### src/common/ftpm_pkg.sv
// How it works
// - two mode bits pick analog or tach
// - mode bits reset to zero, tach inputs
// - timebase gated into 8-bit counter, period
// - start bit one, int clear zero starts
// - measure from rising edge to second next
// - fans measured in turn, end early saturated
// - full scale is 255, period too long
// - latest count kept in per-fan value registers
// - prescaler divides by 1,2,4,8, reset two
// - count equals timebase*60 over rpm*divisor
// - divisors in upper nibble beside vid bits
// - fail flag when count exceeds low-speed limit
// - analog sequence kicked together, then independent
`default_nettype none
package ftpm_pkg;
  // clock and timebase
  localparam int unsigned CLK_HZ      = 125_000_000;
  localparam int unsigned TIMEBASE_HZ = 22_500;
  localparam int unsigned TB_CYCLES   = (CLK_HZ + TIMEBASE_HZ / 2) / TIMEBASE_HZ;
  localparam int unsigned NUM_FANS    = 2;
  // register byte addresses
  localparam logic [7:0] ADR_CONFIG = 8'h00;
  localparam logic [7:0] ADR_MODE   = 8'h04;
  localparam logic [7:0] ADR_DIV    = 8'h08;
  localparam logic [7:0] ADR_VALUE0 = 8'h0C;
  localparam logic [7:0] ADR_VALUE1 = 8'h10;
  localparam logic [7:0] ADR_LIMIT0 = 8'h14;
  localparam logic [7:0] ADR_LIMIT1 = 8'h18;
  localparam logic [7:0] ADR_STATUS = 8'h1C;
  localparam logic [7:0] ADR_MASK   = 8'h20;
  // configuration fields
  localparam int unsigned CFG_START_BIT  = 0;
  localparam int unsigned CFG_INTEN_BIT  = 1;
  localparam int unsigned CFG_INTCLR_BIT = 3;
  localparam int unsigned DIV_LSB        = 4;
  // reset values
  localparam logic [3:0] CFG_RST   = 4'h0;
  localparam logic [1:0] MODE_RST  = 2'h0;
  localparam logic [3:0] DIV_RST   = 4'h5;
  localparam logic [7:0] LIMIT_RST = 8'hFF;
  localparam logic [7:0] VALUE_RST = 8'h00;
  localparam logic [1:0] MASK_RST  = 2'h0;
  localparam logic [7:0] CNT_FULL  = 8'hFF;
  // fan sequencer states
  typedef enum {ST_IDLE, ST_PICK, ST_ARM, ST_MEAS, ST_STORE} ftpm_state_type;
endpackage : ftpm_pkg
`default_nettype wire

### src/rtl/fan_tach_period_monitor.sv
`timescale 1ns/100ps
`default_nettype none
module fan_tach_period_monitor #(
  parameter int unsigned TB_CYCLES = ftpm_pkg::TB_CYCLES
) (
  input  wire logic        clk_i,
  input  wire logic        rst_i,
  input  wire logic        wb_cyc_i,
  input  wire logic        wb_stb_i,
  input  wire logic        wb_we_i,
  input  wire logic [7:0]  wb_adr_i,
  input  wire logic [3:0]  wb_sel_i,
  input  wire logic [31:0] wb_dat_i,
  output logic      [31:0] wb_dat_o,
  output logic             wb_ack_o,
  input  wire logic        tach_input_first_i,
  input  wire logic        tach_input_second_i,
  input  wire logic [3:0]  vid_i,
  output logic      [1:0]  analog_sel_o,
  output logic             conv_start_o,
  output logic             irq_o
);

  // bus and register state
  logic                   ack_q;
  logic [31:0]            dat_q;
  logic [3:0]             cfg_q;
  logic [1:0]             mode_q;
  logic [3:0]             div_q;
  logic [7:0]             value_q [2];
  logic [7:0]             limit_q [2];
  logic [1:0]             status_q;
  logic [1:0]             mask_q;
  logic                   active_q;
  logic                   conv_start_q;
  // input synchronisers
  logic [1:0]             tach_s1_q;
  logic [1:0]             tach_s2_q;
  logic [1:0]             tach_s3_q;
  logic [3:0]             vid_s1_q;
  logic [3:0]             vid_s2_q;
  // timebase, prescaler and sequencer
  logic [15:0]            tb_cnt_q;
  logic [2:0]             pre_q;
  logic [7:0]             cnt_q;
  logic                   edge_q;
  logic                   idx_q;
  ftpm_pkg::ftpm_state_type st_q;

  // bus decode
  wire        bus_hit   = wb_cyc_i & wb_stb_i & ~ack_q;
  wire        bus_wr    = bus_hit & wb_we_i & wb_sel_i[0];
  wire        bus_rd    = bus_hit & ~wb_we_i;
  wire        hit_cfg   = wb_adr_i == ftpm_pkg::ADR_CONFIG;
  wire        hit_mode  = wb_adr_i == ftpm_pkg::ADR_MODE;
  wire        hit_div   = wb_adr_i == ftpm_pkg::ADR_DIV;
  wire        hit_val0  = wb_adr_i == ftpm_pkg::ADR_VALUE0;
  wire        hit_val1  = wb_adr_i == ftpm_pkg::ADR_VALUE1;
  wire        hit_lim0  = wb_adr_i == ftpm_pkg::ADR_LIMIT0;
  wire        hit_lim1  = wb_adr_i == ftpm_pkg::ADR_LIMIT1;
  wire        hit_stat  = wb_adr_i == ftpm_pkg::ADR_STATUS;
  wire        hit_mask  = wb_adr_i == ftpm_pkg::ADR_MASK;
  wire        stat_rd   = bus_rd & hit_stat;

  // read data mux, unmapped addresses read zero
  wire [31:0] rd_data =
      hit_cfg  ? {28'h0000000, cfg_q} :
      hit_mode ? {30'h0, mode_q} :
      hit_div  ? {24'h000000, div_q, vid_s2_q} :
      hit_val0 ? {24'h000000, value_q[0]} :
      hit_val1 ? {24'h000000, value_q[1]} :
      hit_lim0 ? {24'h000000, limit_q[0]} :
      hit_lim1 ? {24'h000000, limit_q[1]} :
      hit_stat ? {30'h0, status_q} :
      hit_mask ? {30'h0, mask_q} : 32'h00000000;

  assign wb_ack_o     = ack_q;
  assign wb_dat_o     = dat_q;
  assign analog_sel_o = mode_q;
  assign conv_start_o = conv_start_q;

  // monitoring runs while start is set and int clear is low
  wire active_now = cfg_q[ftpm_pkg::CFG_START_BIT] & ~cfg_q[ftpm_pkg::CFG_INTCLR_BIT];

  // interrupt: unmasked sticky status, gated by enable and clear
  assign irq_o = |(status_q & ~mask_q) & cfg_q[ftpm_pkg::CFG_INTEN_BIT]
                 & ~cfg_q[ftpm_pkg::CFG_INTCLR_BIT];

  // single-cycle ack and registered read data
  always_ff @(posedge clk_i) begin
    if (rst_i) begin
      ack_q <= 1'b0;
      dat_q <= 32'h00000000;
    end else begin
      ack_q <= bus_hit;
      if (bus_hit) begin
        dat_q <= rd_data;
      end
    end
  end

  // software-written control registers
  always_ff @(posedge clk_i) begin
    if (rst_i) begin
      cfg_q      <= ftpm_pkg::CFG_RST;
      mode_q     <= ftpm_pkg::MODE_RST;
      div_q      <= ftpm_pkg::DIV_RST;
      limit_q[0] <= ftpm_pkg::LIMIT_RST;
      limit_q[1] <= ftpm_pkg::LIMIT_RST;
      mask_q     <= ftpm_pkg::MASK_RST;
    end else if (bus_wr) begin
      if (hit_cfg)  cfg_q      <= wb_dat_i[3:0];
      if (hit_mode) mode_q     <= wb_dat_i[1:0];
      if (hit_div)  div_q      <= wb_dat_i[ftpm_pkg::DIV_LSB +: 4];
      if (hit_lim0) limit_q[0] <= wb_dat_i[7:0];
      if (hit_lim1) limit_q[1] <= wb_dat_i[7:0];
      if (hit_mask) mask_q     <= wb_dat_i[1:0];
    end
  end

  // start pulse shared with the analog conversion sequencer
  always_ff @(posedge clk_i) begin
    if (rst_i) begin
      active_q     <= 1'b0;
      conv_start_q <= 1'b0;
    end else begin
      active_q     <= active_now;
      conv_start_q <= active_now & ~active_q;
    end
  end

  // two-flop synchronisers plus one stage for edge detection
  genvar g;
  generate
    for (g = 0; g < ftpm_pkg::NUM_FANS; g++) begin : g_tach
      wire tach_pin = (g == 0) ? tach_input_first_i : tach_input_second_i;
      always_ff @(posedge clk_i) begin
        if (rst_i) begin
          tach_s1_q[g] <= 1'b0;
          tach_s2_q[g] <= 1'b0;
          tach_s3_q[g] <= 1'b0;
        end else begin
          tach_s1_q[g] <= tach_pin;
          tach_s2_q[g] <= tach_s1_q[g];
          tach_s3_q[g] <= tach_s2_q[g];
        end
      end
    end
  endgenerate

  // voltage id bits share the divisor register
  always_ff @(posedge clk_i) begin
    if (rst_i) begin
      vid_s1_q <= 4'h0;
      vid_s2_q <= 4'h0;
    end else begin
      vid_s1_q <= vid_i;
      vid_s2_q <= vid_s1_q;
    end
  end

  // free-running timebase tick
  wire tb_tick = tb_cnt_q == 16'(TB_CYCLES - 1);

  always_ff @(posedge clk_i) begin
    if (rst_i || tb_tick) begin
      tb_cnt_q <= 16'h0000;
    end else begin
      tb_cnt_q <= tb_cnt_q + 16'h0001;
    end
  end

  // prescaler for the selected fan
  wire [1:0] div_sel  = idx_q ? div_q[3:2] : div_q[1:0];
  wire [2:0] pre_mask = 3'((4'h1 << div_sel) - 4'h1);
  wire       cnt_tick = tb_tick & ((pre_q & pre_mask) == pre_mask);
  wire       cur_rise = tach_s2_q[idx_q] & ~tach_s3_q[idx_q];
  wire       cnt_full = cnt_q == ftpm_pkg::CNT_FULL;
  wire [7:0] cnt_inc  = cnt_full ? cnt_q : cnt_q + 8'h01;
  wire       restart  = (st_q == ftpm_pkg::ST_PICK) | ((st_q == ftpm_pkg::ST_ARM) & cur_rise);

  // prescaler and saturating period counter
  always_ff @(posedge clk_i) begin
    if (rst_i || restart) begin
      pre_q <= 3'h0;
      cnt_q <= 8'h00;
    end else begin
      if (tb_tick) pre_q <= pre_q + 3'h1;
      if (cnt_tick) cnt_q <= cnt_inc;
    end
  end

  // fan sequencer: pick, wait edge, measure two periods, store
  always_ff @(posedge clk_i) begin
    if (rst_i) begin
      st_q   <= ftpm_pkg::ST_IDLE;
      idx_q  <= 1'b0;
      edge_q <= 1'b0;
    end else if (!active_q) begin
      st_q   <= ftpm_pkg::ST_IDLE;
      idx_q  <= 1'b0;
    end else begin
      case (st_q)
        ftpm_pkg::ST_IDLE: begin
          st_q <= ftpm_pkg::ST_PICK;
        end
        ftpm_pkg::ST_PICK: begin
          edge_q <= 1'b0;
          if (mode_q[idx_q]) idx_q <= ~idx_q;
          else st_q <= ftpm_pkg::ST_ARM;
        end
        ftpm_pkg::ST_ARM: begin
          if (cur_rise) st_q <= ftpm_pkg::ST_MEAS;
          else if (cnt_full) st_q <= ftpm_pkg::ST_STORE;
        end
        ftpm_pkg::ST_MEAS: begin
          if (cur_rise) begin
            edge_q <= 1'b1;
            if (edge_q) st_q <= ftpm_pkg::ST_STORE;
          end
          if (cnt_full) st_q <= ftpm_pkg::ST_STORE;
        end
        ftpm_pkg::ST_STORE: begin
          idx_q <= ~idx_q;
          st_q  <= ftpm_pkg::ST_PICK;
        end
        default: begin
          st_q <= ftpm_pkg::ST_IDLE;
        end
      endcase
    end
  end

  // result store and limit compare per fan
  wire [1:0] store_en;
  wire [1:0] fail_set;
  generate
    for (g = 0; g < ftpm_pkg::NUM_FANS; g++) begin : g_fan
      assign store_en[g] = (st_q == ftpm_pkg::ST_STORE) & (idx_q == 1'(g)) & ~mode_q[g];
      assign fail_set[g] = store_en[g] & (cnt_q > limit_q[g]);
      always_ff @(posedge clk_i) begin
        if (rst_i) begin
          value_q[g] <= ftpm_pkg::VALUE_RST;
        end else if (store_en[g]) begin
          value_q[g] <= cnt_q;
        end
      end
    end
  endgenerate

  // sticky status, cleared by a read, a new event wins
  always_ff @(posedge clk_i) begin
    if (rst_i) begin
      status_q <= 2'h0;
    end else begin
      status_q <= (status_q & ~{2{stat_rd}}) | fail_set;
    end
  end

  // checks next to the logic they guard
  a_ack_single: assert property (@(posedge clk_i) disable iff (rst_i)
    ack_q |=> !ack_q)
    else $error("ack held longer than one cycle");

  a_reset_defaults: assert property (@(posedge clk_i)
    rst_i |=> (mode_q == 2'h0) && (div_q == 4'h5))
    else $error("mode or divisor reset value wrong");

  a_start_pulse: assert property (@(posedge clk_i) disable iff (rst_i)
    conv_start_q == $rose(active_q))
    else $error("conversion start not aligned to monitoring start");

  a_start_cond: assert property (@(posedge clk_i) disable iff (rst_i)
    $rose(active_q) |-> $past(cfg_q[0]) && !$past(cfg_q[3]))
    else $error("monitoring began without start and clear low");

  a_sat_end: assert property (@(posedge clk_i) disable iff (rst_i)
    (st_q == ftpm_pkg::ST_MEAS && cnt_q == 8'hFF && active_q) |=> st_q == ftpm_pkg::ST_STORE)
    else $error("full scale did not end measurement");

  a_third_edge: assert property (@(posedge clk_i) disable iff (rst_i)
    (st_q == ftpm_pkg::ST_MEAS && cur_rise && edge_q && active_q)
    |=> st_q == ftpm_pkg::ST_STORE ##1 (st_q == ftpm_pkg::ST_PICK || !$past(active_q)))
    else $error("measurement did not end on third rising edge");

  a_store_value: assert property (@(posedge clk_i) disable iff (rst_i)
    (st_q == ftpm_pkg::ST_STORE && !idx_q && !mode_q[0] && active_q)
    |=> value_q[0] == $past(cnt_q))
    else $error("first fan value not stored");

  a_skip_analog: assert property (@(posedge clk_i) disable iff (rst_i)
    (mode_q[1] && idx_q) |=> $stable(value_q[1]))
    else $error("analog slot value changed");

  a_fail_flag: assert property (@(posedge clk_i) disable iff (rst_i)
    (st_q == ftpm_pkg::ST_STORE && idx_q && !mode_q[1] && active_q && cnt_q > limit_q[1])
    |=> status_q[1])
    else $error("fan failure not flagged");

  a_irq_gate: assert property (@(posedge clk_i) disable iff (rst_i)
    irq_o |-> cfg_q[1] && !cfg_q[3] && (status_q & ~mask_q) != 2'h0)
    else $error("interrupt raised while gated off");

  a_count_sat: assert property (@(posedge clk_i) disable iff (rst_i)
    (cnt_q == 8'hFF && !restart) |=> cnt_q == 8'hFF)
    else $error("counter wrapped past full scale");

endmodule : fan_tach_period_monitor
`default_nettype wire

### config.mk
export PLATFORM = sky130hd
export DESIGN_NAME = fan_tach_period_monitor
export DESIGN_NICKNAME = d
export VERILOG_FILES = /design/src/common/ftpm_pkg.sv /design/src/rtl/fan_tach_period_monitor.sv
export SDC_FILE = /design/constraint.sdc
export NUM_CORES = 1
export LEC_CHECK = 0
export ABC_AREA = 0
export BUFFER_PORTS_ARGS = -buffer_cell sky130_fd_sc_hd__buf_4
export CAP_MARGIN = 5
export CORE_MARGIN = 10
export CORE_UTILIZATION = 50
export CTS_CLUSTER_DIAMETER = 40
export CTS_CLUSTER_SIZE = 20
export DETAILED_ROUTE_END_ITERATION = 10
export PLACE_DENSITY_LB_ADDON = 0.15
export SETUP_SLACK_MARGIN = 0.5
export SLEW_MARGIN = 20
export SYNTH_ARGS = -nofsm -noshare
export SYNTH_HDL_FRONTEND = slang
export SYNTH_SLANG_ARGS = --single-unit
### constraint.sdc
create_clock -name clk_i -period 5.99 [get_ports clk_i]
set_input_delay 0.2995 -clock clk_i [delete_from_list [all_inputs] [get_ports clk_i]]
set_output_delay 0.2995 -clock clk_i [all_outputs]
set_load 0.05 [all_outputs]
* Word level (Yosys, flattened, before mapping)
Memory sizes are Yosys's and may differ from the RTL's. Index checks and enable logic that the tools add are counted. Widths: inputs -> output; s select.
Storage, ports and cells: output and inout port bits 37, word-level logic and storage cells 160, RAM bits 32, bits of input ports 55, register bits 124, memories 2
Cells by class: reductions and logical operators 17, mux-type cells 47, add/sub/neg operators 4, $lt $le $gt $ge 3, eq/ne operators 24, shift-type cells 1, bitwise operators 39
Memory list:
- limit_q | words 2, width 8, read ports 2, clocked after memory_dff 0, wr ports 2, RTL line fan_tach_period_monitor.sv:31 | logic [7:0] limit_q [2];
- value_q | words 2, width 8, read ports 2, clocked after memory_dff 0, wr ports 2, RTL line fan_tach_period_monitor.sv:30 | logic [7:0] value_q [2];
Operators by type and width (number):
- $mux 32 | 6
- $pmux 32 s4 | 1
- $eq 32x2->1 const B | 3
- $mux 8 | 11
- $eq 32x3->1 const B | 2
- $eq 32x1->1 const B | 1
- $eq 32x4->1 const B | 1
- $eq 8x5->1 const B | 4
- $logic_not 32->1 | 1
- $mux 1 | 24
- $and 1x1->1 | 19
- $add 16x1->16 const B | 1
- $eq 16x13->1 const B | 1
- $eq 8x4->1 const B | 2
- $gt 8x8->1 | 2
- $reduce_and 2->1 | 6
- $ne 3x3->1 const B | 3
- $not 1->1 | 9
- $add 8x1->8 const B | 1
- $eq 8x3->1 const B | 1
- $eq 8x6->1 const B | 1
- $eq 8x8->1 const B | 1
- $logic_not 8->1 | 1
- $mux 2 | 3
- 17 further kinds | 30

* Logic depth before layout (Yosys ltp)
Gate-level depths: netlist of the first run.
word-level depth 10, depth in mapped cells 8

* Worst setup path before layout of the first run
No wires, ideal clock.
path kind register -> register, from reg ack_q, in the netlist wb_ack_o, to mem limit_q[0][0], enable pin, library setup time 387 ps, slack 3812 ps, stages on the path, launching flop included 5, arrival 1791 ps, required time 5603 ps, path buffers 1, cells stage by stage dfxtp_1 -> and3b_1 -> nand3_1 -> clkbuf_1 -> o31ai_1
RTL lines:
- from (decl) | RTL line fan_tach_period_monitor.sv:25 | logic ack_q;
- from (signal assigned) | RTL line fan_tach_period_monitor.sv:95 | ack_q <= bus_hit;
- to (decl) | RTL line fan_tach_period_monitor.sv:31

==> results_tabular.tex, run 1 <==
\begin{tabular}{lr}
\hline
Metric & Value \\
\hline
\multicolumn{2}{l}{\textbf{Run status}} \\
Status & finished clean \\
\multicolumn{2}{l}{\textbf{Routing}} \\
Average wire length per cell after detail routing & 16.96 µm \\
Count of nets left with antenna violations after detail routing & 0 \\
Detailed-route DRC error count & 0 \\
Via/cell ratio & 5.597 \\
Drt first-iter violations & 468 \\
Number of detailed-routing iterations run before antenna repair & 5 \\
Total number of vias & 3,940 \\
Total Wirelength & 11.94 mm \\
\multicolumn{2}{l}{\textbf{Place}} \\
Port Buf Inserts & 40 \\
Post-DP HPWL & 8.850 mm \\
Final Wtd Congestion & 0.8667 \\
\multicolumn{2}{l}{\textbf{Global routing}} \\
Global-route wire length before repair & 19.51 mm \\
Number of global-route vias before repair & 3,776 \\
Total track usage & 0.1648 \\
GR Overflow Total & 0 \\
Initial antenna violation count & 0 \\
GR Util met3 & 0.04746 \\
Most used routing layer in global routing & met2 \\
Met1 capacity usage during global routing & 0.2208 \\
Largest net degree at the start of global routing & 36 \\
GR Layer Usage met2 & 0.2507 \\
\multicolumn{2}{l}{\textbf{Clock tree}} \\
Number of sinks driven by the clock tree & 103 \\
Htree depth & 3 \\
Clock transition at the registers of the reported paths & 100 ps \\
Hold buffers post-CTS & 0 \\
Clock tree root buffer cell & clkbuf\_8 \\
Total clock buffers created by CTS & 9 \\
Worst-case clock buffer depth & 2 \\
Clock latency reported for the late side of the worst-skew pair & 370 ps \\
Resized Gates After CTS & 0 \\
TritonCTS clock tree & done \\
Number of setup buffers added after CTS & 0 \\
\multicolumn{2}{l}{\textbf{Synthesis}} \\
Synthesis Warnings & 0 \\
Fraction of registers with async set/reset & 0 \\
Commonest register cell after synthesis & dfxtp\_1 \\
Number of flops mapped to enable cells by yosys & 32 \\
Number of synthesized register bits & 103 \\
Portion of the post-synthesis area used by sequential elements & 0.4698 \\
Syn avg cell area & 9.532 µm² \\
Instance count of the mapped netlist & 532 \\
Distinct cells, synth & 62 \\
Cell area after technology mapping & 5071 µm² \\
\multicolumn{2}{l}{\textbf{Worst setup path}} \\
Worst path top cell family by delay & simple AND/OR/NAND/NOR gates \\
Data required time of the critical path & 6000 ps \\
R2R Setup Slk & 3580 ps \\
Highest fanout seen on the critical path & 12 \\
Endpoint of the worst-slack reg-to-reg timing path & limit\_q[0][13] \\
Worst Setup Start Kind & flop \\
Data arrival time of the critical path & 2420 ps \\
Crit path cell chain & and3b\_1, nand3\_1, o31ai\_2 \\
Critical Path Slowest Stage Cell & o31ai\_2 \\
Critical path capture point type & flop \\
Beginning of the critical path & wb\_ack\_o \\
Worst setup path class & reg2reg \\
Startpoint of the most critical register-to-register path & wb\_ack\_o \\
FF-to-FF path depth & 3 \\
Number of buffers and inverters on the critical path & 0 \\
Largest stage delay on the critical path & 840 ps \\
\multicolumn{2}{l}{\textbf{STA}} \\
Number of setup violations in the final report & 0 \\
Final Critical Period & 2411 ps \\
Fmax & 414.8 MHz \\
Worst hold slack & 130.4 ps \\
Final setup TNS & 0 ps \\
Fin crit share & 0.4025 \\
Number of slew-limit violations in the final report & 0 \\
Setup repair after global routing missed its margin & no \\
Worst clock skew & 7.447 ps \\
Transition at the pin with the smallest max-transition slack & 793.9 ps \\
Worst-case headroom to the max-slew limit & 0.4675 \\
Final Hold Viols & 0 \\
\multicolumn{2}{l}{\textbf{Final layout}} \\
End-of-flow core utilization & 0.5726 \\
Antenna Cells & 0 \\
Commonest non-fill, non-tap cell in the layout & dfxtp\_1 \\
Proportion of layout cells with a drive suffix above 1 & 0.1208 \\
Area growth from synthesis to layout & 10.88\% \\
Post-layout nets & 640 \\
Commonest cells after routing, fill and taps aside & 71 x dfxtp\_1, 42 x nor2\_1, 42 x buf\_4 \\
\multicolumn{2}{l}{\textbf{Power}} \\
Pwr per Cell Area & 238.0 nW/µm² \\
Psw & 343.9 µW \\
Peak supply drop & 0.0001340 V \\
Clock network fraction of design power & 0.364 \\
Static leakage & 0.002176 µW \\
Sw Ratio & 0.2569 \\
Share of power burned in registers & 0.551 \\
Power share of the combinational group & 0.085 \\
Internal power & 994.6 µW \\
\multicolumn{2}{l}{\textbf{Worst hold path}} \\
Hold-critical path depth & 2 \\
Startpoint of the lowest-slack hold path & tach\_input\_first\_i \\
Class of the most critical hold timing path & in2reg \\
End of the worst hold path & tach\_s1\_q[0] \\
\multicolumn{2}{l}{\textbf{Floorplan}} \\
Die Ht & 120.7 µm \\
\# IOs & 92 \\
Die span in x & 120.7 µm \\
Area of the core & 9819 µm² \\
Cell Rows & 36 \\
Effective utilization at floorplan & 0.5164 \\
Die ar. & 14,570 µm² \\
\multicolumn{2}{l}{\textbf{Job}} \\
Max\_cap viols & 0 \\
\hline
\end{tabular}
## how the worst max path moves through the flow
stage	depth (start not counted)	end	slack, ps
6_report	3	limit_q[0][13]	3580
5_1_grt	3	limit_q[0][9]	3380
4_1_cts	3	limit_q[0][9]	3560
3_5_place_dp	4	limit_q[0][13]	3540
3_3_place_gp	4	limit_q[0][13]	3250
2_1_floorplan	4	limit_q[0][0]	3810
## worst reg2reg max path: stages, from the launching register on
cell     delay (ps)
dfxtp_1         330
and3b_1         420
nand3_1         460
o31ai_2         840
## routing by layer
metal  vias up  routed length, µm  share of wire
li1       1923                  -              -
met5         -                  0              0
met2       128               5506           0.46
met1      1876               5357           0.45
met4         0                134          0.011
met3        13                940          0.079
## power groups by stage
stage	registers (µW)	logic (µW)	clock network (µW)
3_5_place_dp	754	112	0
3_3_place_gp	753	111	0
5_1_grt	740	123	527
6_report	738	114	487
4_1_cts	738	113	496
2_1_floorplan	760	83.3	0
## cells by family (layout without fill, tap and decap cells)
family | count (synthesis) | in the layout | share of synthesized area
AOI/OAI and AO/OA | 112 | 112 | 0.1429
xor gates and xnor gates | 13 | 13 | 0.02245
adders and majority gates | 19 | 19 | 0.04688
buffers and inverters | 69 | 85 | 0.07056
DFF | 103 | 103 | 0.4698
muxes | 15 | 15 | 0.03059
other | 1 | 24 | 0.0007395
and+or+nand+nor | 200 | 200 | 0.2161
## sequential cells by signal, summed over array words and instances, names as in the netlist, 3 cells and up
signal	count
vid_s1_q	4
tb_cnt_q	16
vid_s2_q	4
value_q	16
div_q	4
cnt_q	8
limit_q	16
st_q	3
wb_dat_o	8
cfg_q	4
pre_q	3
## through the flow
| step | cells | setup slack [ps] | area [µm²] | power, µW |
|---|---|---|---|---|
| floorplan | 555 | 3812 | 5157 | 843.6 |
| global placement | 688 | 3254 | 5383 | 864.0 |
| detailed placement | 688 | 3541 | 5388 | 866.0 |
| CTS | 704 | 3559 | 5623 | 1346 |
| global route | 704 | 3377 | 5623 | 1389 |
| finish | 704 | 3579 | 5623 | 1339 |
## cell usage after synthesis, types with 7 or more instances
library cell | instances | share of area
ha_1 | 19 | 0.047
buf_4 | 24 | 0.036
nand3_1 | 14 | 0.014
nor3_1 | 12 | 0.012
nor2b_1 | 20 | 0.025
dfxtp_1 | 71 | 0.28
clkbuf_1 | 16 | 0.012
and2_1 | 18 | 0.022
nor2_1 | 42 | 0.031
o21ai_0 | 25 | 0.025
o22ai_1 | 9 | 0.011
or3_1 | 7 | 0.0086
mux2i_1 | 11 | 0.022
inv_1 | 27 | 0.020
nand2_1 | 38 | 0.028
edfxtp_1 | 32 | 0.19
a21oi_1 | 30 | 0.030
or2_1 | 8 | 0.0099
xnor2_1 | 8 | 0.014
## area by class of cell
| type | count | area (µm²) |
|---|---|---|
| clock buffers | 12 | 198.9 |
| multi-input cells | 383 | 2422 |
| inverters | 27 | 101.3 |
| flip-flops and latches | 103 | 2382 |
| repair buffers | 42 | 315.3 |
| clock inverters | 4 | 36.28 |
| fillers | 855 | 4197 |
| well taps | 133 | 166.4 |
No activity file was read; power rests on OpenSTA's default activity.
==> inputs of run 2 (changes only) <==
--- a/config.mk
+++ b/config.mk
@@ -5,7 +5,7 @@
 export SDC_FILE = /design/constraint.sdc
 export NUM_CORES = 1
 export LEC_CHECK = 0
-export ABC_AREA = 0
+export ABC_AREA = 1
 export BUFFER_PORTS_ARGS = -buffer_cell sky130_fd_sc_hd__buf_4
 export CAP_MARGIN = 5
 export CORE_MARGIN = 10
==> constraint.sdc (replaced) <==
create_clock -name clk_i -period 2.4 [get_ports clk_i]
set_input_delay 0.12 -clock clk_i [delete_from_list [all_inputs] [get_ports clk_i]]
set_output_delay 0.12 -clock clk_i [all_outputs]
set_load 0.05 [all_outputs]
==> run 2 against run 1 <==
Effect of this change:
- utilization is 0.41 points higher
- synthesized cell count is 22% higher
- register-to-register slack worse by 2900 ps
- wire length is 2.1% higher
- largest cell class is now sequential cells
- die area is 2.2% higher
- clock skew is 10 ps higher
==> results_tabular.tex, run 2 <==
\begin{tabular}{lr}
\hline
Metric & Value \\
\hline
\multicolumn{2}{l}{\textbf{Global routing}} \\
Number of global-route vias before repair & 4,129 (+9.3\%) \\
Global-route wire length before repair & 19.84 mm (+1.7\%) \\
Initial antenna violation count & 0 (unchanged) \\
GR Overflow Total & 0 (unchanged) \\
Largest net degree at the start of global routing & 28 (-22\%) \\
Total track usage & 0.1667 (+0.001872) \\
\multicolumn{2}{l}{\textbf{STA}} \\
Final Critical Period & 1703 ps (-708.2 ps) \\
Number of slew-limit violations in the final report & 0 (unchanged) \\
Worst-case headroom to the max-slew limit & 0.5025 (+0.03494) \\
Fmax & 587.3 MHz (+42\%) \\
Transition at the pin with the smallest max-transition slack & 741.3 ps (-52.60 ps) \\
Worst clock skew & 17.62 ps (+10.18 ps) \\
Number of setup violations in the final report & 0 (unchanged) \\
Final setup TNS & 0 ps (unchanged) \\
Worst hold slack & 24.72 ps (-105.7 ps) \\
Fin crit share & 0.7094 (+0.3070) \\
Final Hold Viols & 0 (unchanged) \\
Setup repair after global routing missed its margin & no \\
\multicolumn{2}{l}{\textbf{Final layout}} \\
Antenna Cells & 0 (unchanged) \\
Final Non-Filler Cells & 848 (+20\%) \\
Filler cell count & 949 (+11\%) \\
Proportion of layout cells with a drive suffix above 1 & 0.1503 (+0.02944) \\
Commonest non-fill, non-tap cell in the layout & nand2\_1 \\
Design area & 5901 µm² (+4.9\%) \\
Area growth from synthesis to layout & 13.34\% \\
Post-layout nets & 781 (+22\%) \\
Commonest cells after routing, fill and taps aside & 115 x nand2\_1, 94 x inv\_1, 68 x dfxtp\_1 \\
End-of-flow core utilization & 0.5767 (+0.004110) \\
Leading registers by flop count & limit\_q x16, tb\_cnt\_q x16, value\_q x16 \\
\multicolumn{2}{l}{\textbf{Routing}} \\
Total number of vias & 4,328 (+9.8\%) \\
Drt first-iter violations & 288 (-38\%) \\
Average wire length per cell after detail routing & 14.38 µm (-15\%) \\
Number of detailed-routing iterations run before antenna repair & 5 (unchanged) \\
Detailed-route DRC error count & 0 (unchanged) \\
Total Wirelength & 12.19 mm (+2.1\%) \\
Count of nets left with antenna violations after detail routing & 0 (unchanged) \\
Via/cell ratio & 5.104 (-8.8\%) \\
\multicolumn{2}{l}{\textbf{Synthesis}} \\
Number of flops mapped to enable cells by yosys & 32 (unchanged) \\
Fraction of registers with async set/reset & 0 (unchanged) \\
Synthesis Warnings & 0 (unchanged) \\
Syn avg cell area & 8.022 µm² (-16\%) \\
Dominant cell type by area after synthesis & dfxtp\_1 \\
Instance count of the mapped netlist & 649 (+22\%) \\
Most used standard cells in the synthesized netlist & 115 x nand2\_1, 95 x inv\_1, 71 x dfxtp\_1 \\
Most common cell in the synthesized netlist & nand2\_1 \\
Commonest register cell after synthesis & dfxtp\_1 \\
Distinct cells, synth & 43 (-31\%) \\
Proportion of netlist area held by the largest area contributor & 0.2730 (-0.007275) \\
Cell area after technology mapping & 5206 µm² (+2.7\%) \\
Number of synthesized register bits & 103 (unchanged) \\
Portion of the post-synthesis area used by sequential elements & 0.4576 (-0.01219) \\
Main area contributors after synthesis & dfxtp\_1 27\%, edfxtp\_1 18\%, nand2\_1 8.3\%, inv\_1 6.8\%, a21oi\_1 5.7\% \\
\multicolumn{2}{l}{\textbf{Floorplan}} \\
Die ar. & 14,890 µm² (+2.2\%) \\
Cell Rows & 37 (+2.8\%) \\
Area of the core & 10,230 µm² (+4.2\%) \\
Die span in x & 122.0 µm (+1.1\%) \\
Die Ht & 122.0 µm (+1.1\%) \\
\# IOs & 92 (unchanged) \\
Effective utilization at floorplan & 0.5089 (-0.007571) \\
\multicolumn{2}{l}{\textbf{Power}} \\
Pwr per Cell Area & 544.0 nW/µm² (+130\%) \\
Static leakage & 0.002583 µW (+19\%) \\
Peak supply drop & 0.0004529 V (+240\%) \\
\multicolumn{2}{l}{\textbf{Worst hold path}} \\
Class of the most critical hold timing path & in2reg \\
\multicolumn{2}{l}{\textbf{Clock tree}} \\
TritonCTS clock tree & done \\
Number of setup buffers added after CTS & 0 (unchanged) \\
Htree depth & 3 (unchanged) \\
Clock tree root buffer cell & clkbuf\_8 \\
Clock latency reported for the late side of the worst-skew pair & 390 ps (+20 ps) \\
Total clock buffers created by CTS & 9 (unchanged) \\
Number of sinks driven by the clock tree & 103 (unchanged) \\
Worst-case clock buffer depth & 2 (unchanged) \\
Clock transition at the registers of the reported paths & 110 ps (about the same) \\
\multicolumn{2}{l}{\textbf{Worst setup path}} \\
Crit path cell chain & nand2\_1, o22ai\_2, a21oi\_1, nand2\_1, inv\_1, nand2\_1, nor2\_1 \\
Data required time of the critical path & 2680 ps (-3320 ps) \\
Highest fanout seen on the critical path & 11 (-1) \\
Data arrival time of the critical path & 1980 ps (-440 ps) \\
Worst Setup Start Kind & flop \\
Critical path capture point type & flop \\
Cell repeated most along the worst path & nand2\_1 \\
Worst setup path class & reg2reg \\
Critical Path Slowest Stage Cell & dfxtp\_1 \\
Worst path top cell family by delay & simple AND/OR/NAND/NOR gates \\
Number of buffers and inverters on the critical path & 1 (+1) \\
Largest stage delay on the critical path & 480 ps (-360 ps) \\
\multicolumn{2}{l}{\textbf{Place}} \\
Port Buf Inserts & 40 (unchanged) \\
Cell Area, Placed & 5590 µm² (+3.8\%) \\
Post-DP HPWL & 9.450 mm (+6.8\%) \\
Count of placed standard cells including taps & 822 (+19\%) \\
Final Wtd Congestion & 0.9225 (+6.4\%) \\
\multicolumn{2}{l}{\textbf{Job}} \\
Max\_cap viols & 0 (unchanged) \\
\multicolumn{2}{l}{\textbf{Run status}} \\
Status & finished clean \\
\hline
\end{tabular}
-- run 2: logic make-up after synthesis --
kind of cell,share of synthesized area
simple gates,0.2427
buf+inv,0.1182
compound gates,0.1182
other cells,0.0007203
xor+xnor,0.01682
fa+ha+maj,0.04566
flops,0.4576
-- run 2: routing by layer --
metal	GRT usage	up-vias	wire (µm)
met5	0	-	0
met4	0.05663	0	214
met3	0.04117	20	781
met2	0.2675	114	5738
met1	0.2142	2009	5455
li1	-	2185	-
-- run 2: path summary, 6_finish.rpt --
check	start	end	slack (ps)	cells after the start
setup / recovery	idx_q	cnt_q[2]	700	7
hold / removal	wb_dat_i[5]	div_q[1]	20	3
setup reg to reg	idx_q	cnt_q[2]	700	7
hold reg to reg	tach_s1_q[1]	tach_s2_q[1]	410	2
-- run 2: final cells by class --
| class | count | area, µm² | share of cell area |
|---|---|---|---|
| Tap cell | 136 | 170.2 | 0.02884 |
| Inverter | 101 | 386.6 | 0.06552 |
| Multi-Input combinational cell | 434 | 2301 | 0.3899 |
| Clock buffer | 10 | 148.9 | 0.02523 |
| Clock inverter | 6 | 47.55 | 0.008058 |
| Sequential cell | 103 | 2386 | 0.4044 |
| Timing Repair Buffer | 58 | 460.4 | 0.07803 |
-- run 2: what timing repair did --
item                                    CTS  global route
endpoints found under the setup margin   16            24
resized for setup                         2             6
hold endpoints to repair                 10             0
hold buffers                             10             0
gates cloned                              0             0
-- run 2: worst reg2reg max path, cell delays in order (launching register included) --
cell     delay (ps)
dfxtp_1         480
nand2_1         100
o22ai_2         250
a21oi_1         130
nand2_1         430
inv_1            90
nand2_1          80
nor2_1           40
-- run 2: through the flow --
step / power (µW) / setup WS [ps]
finish: 3210 / 697.3
global route: 3319 / 503.1
CTS: 3224 / 511.7
detailed placement: 2132 / 433.5
global placement: 2127 / 448.6
floorplan: 2082 / 430.0
-- run 2: report_power, final --
group	switching [µW]	leakage (µW)	total [µW]	internal [µW]
sequential	15.7	0.000855	1840	1820
combinational	195	0.00162	270	74.7
clock	647	0.000106	1100	454
total	858	0.00258	3210	2350
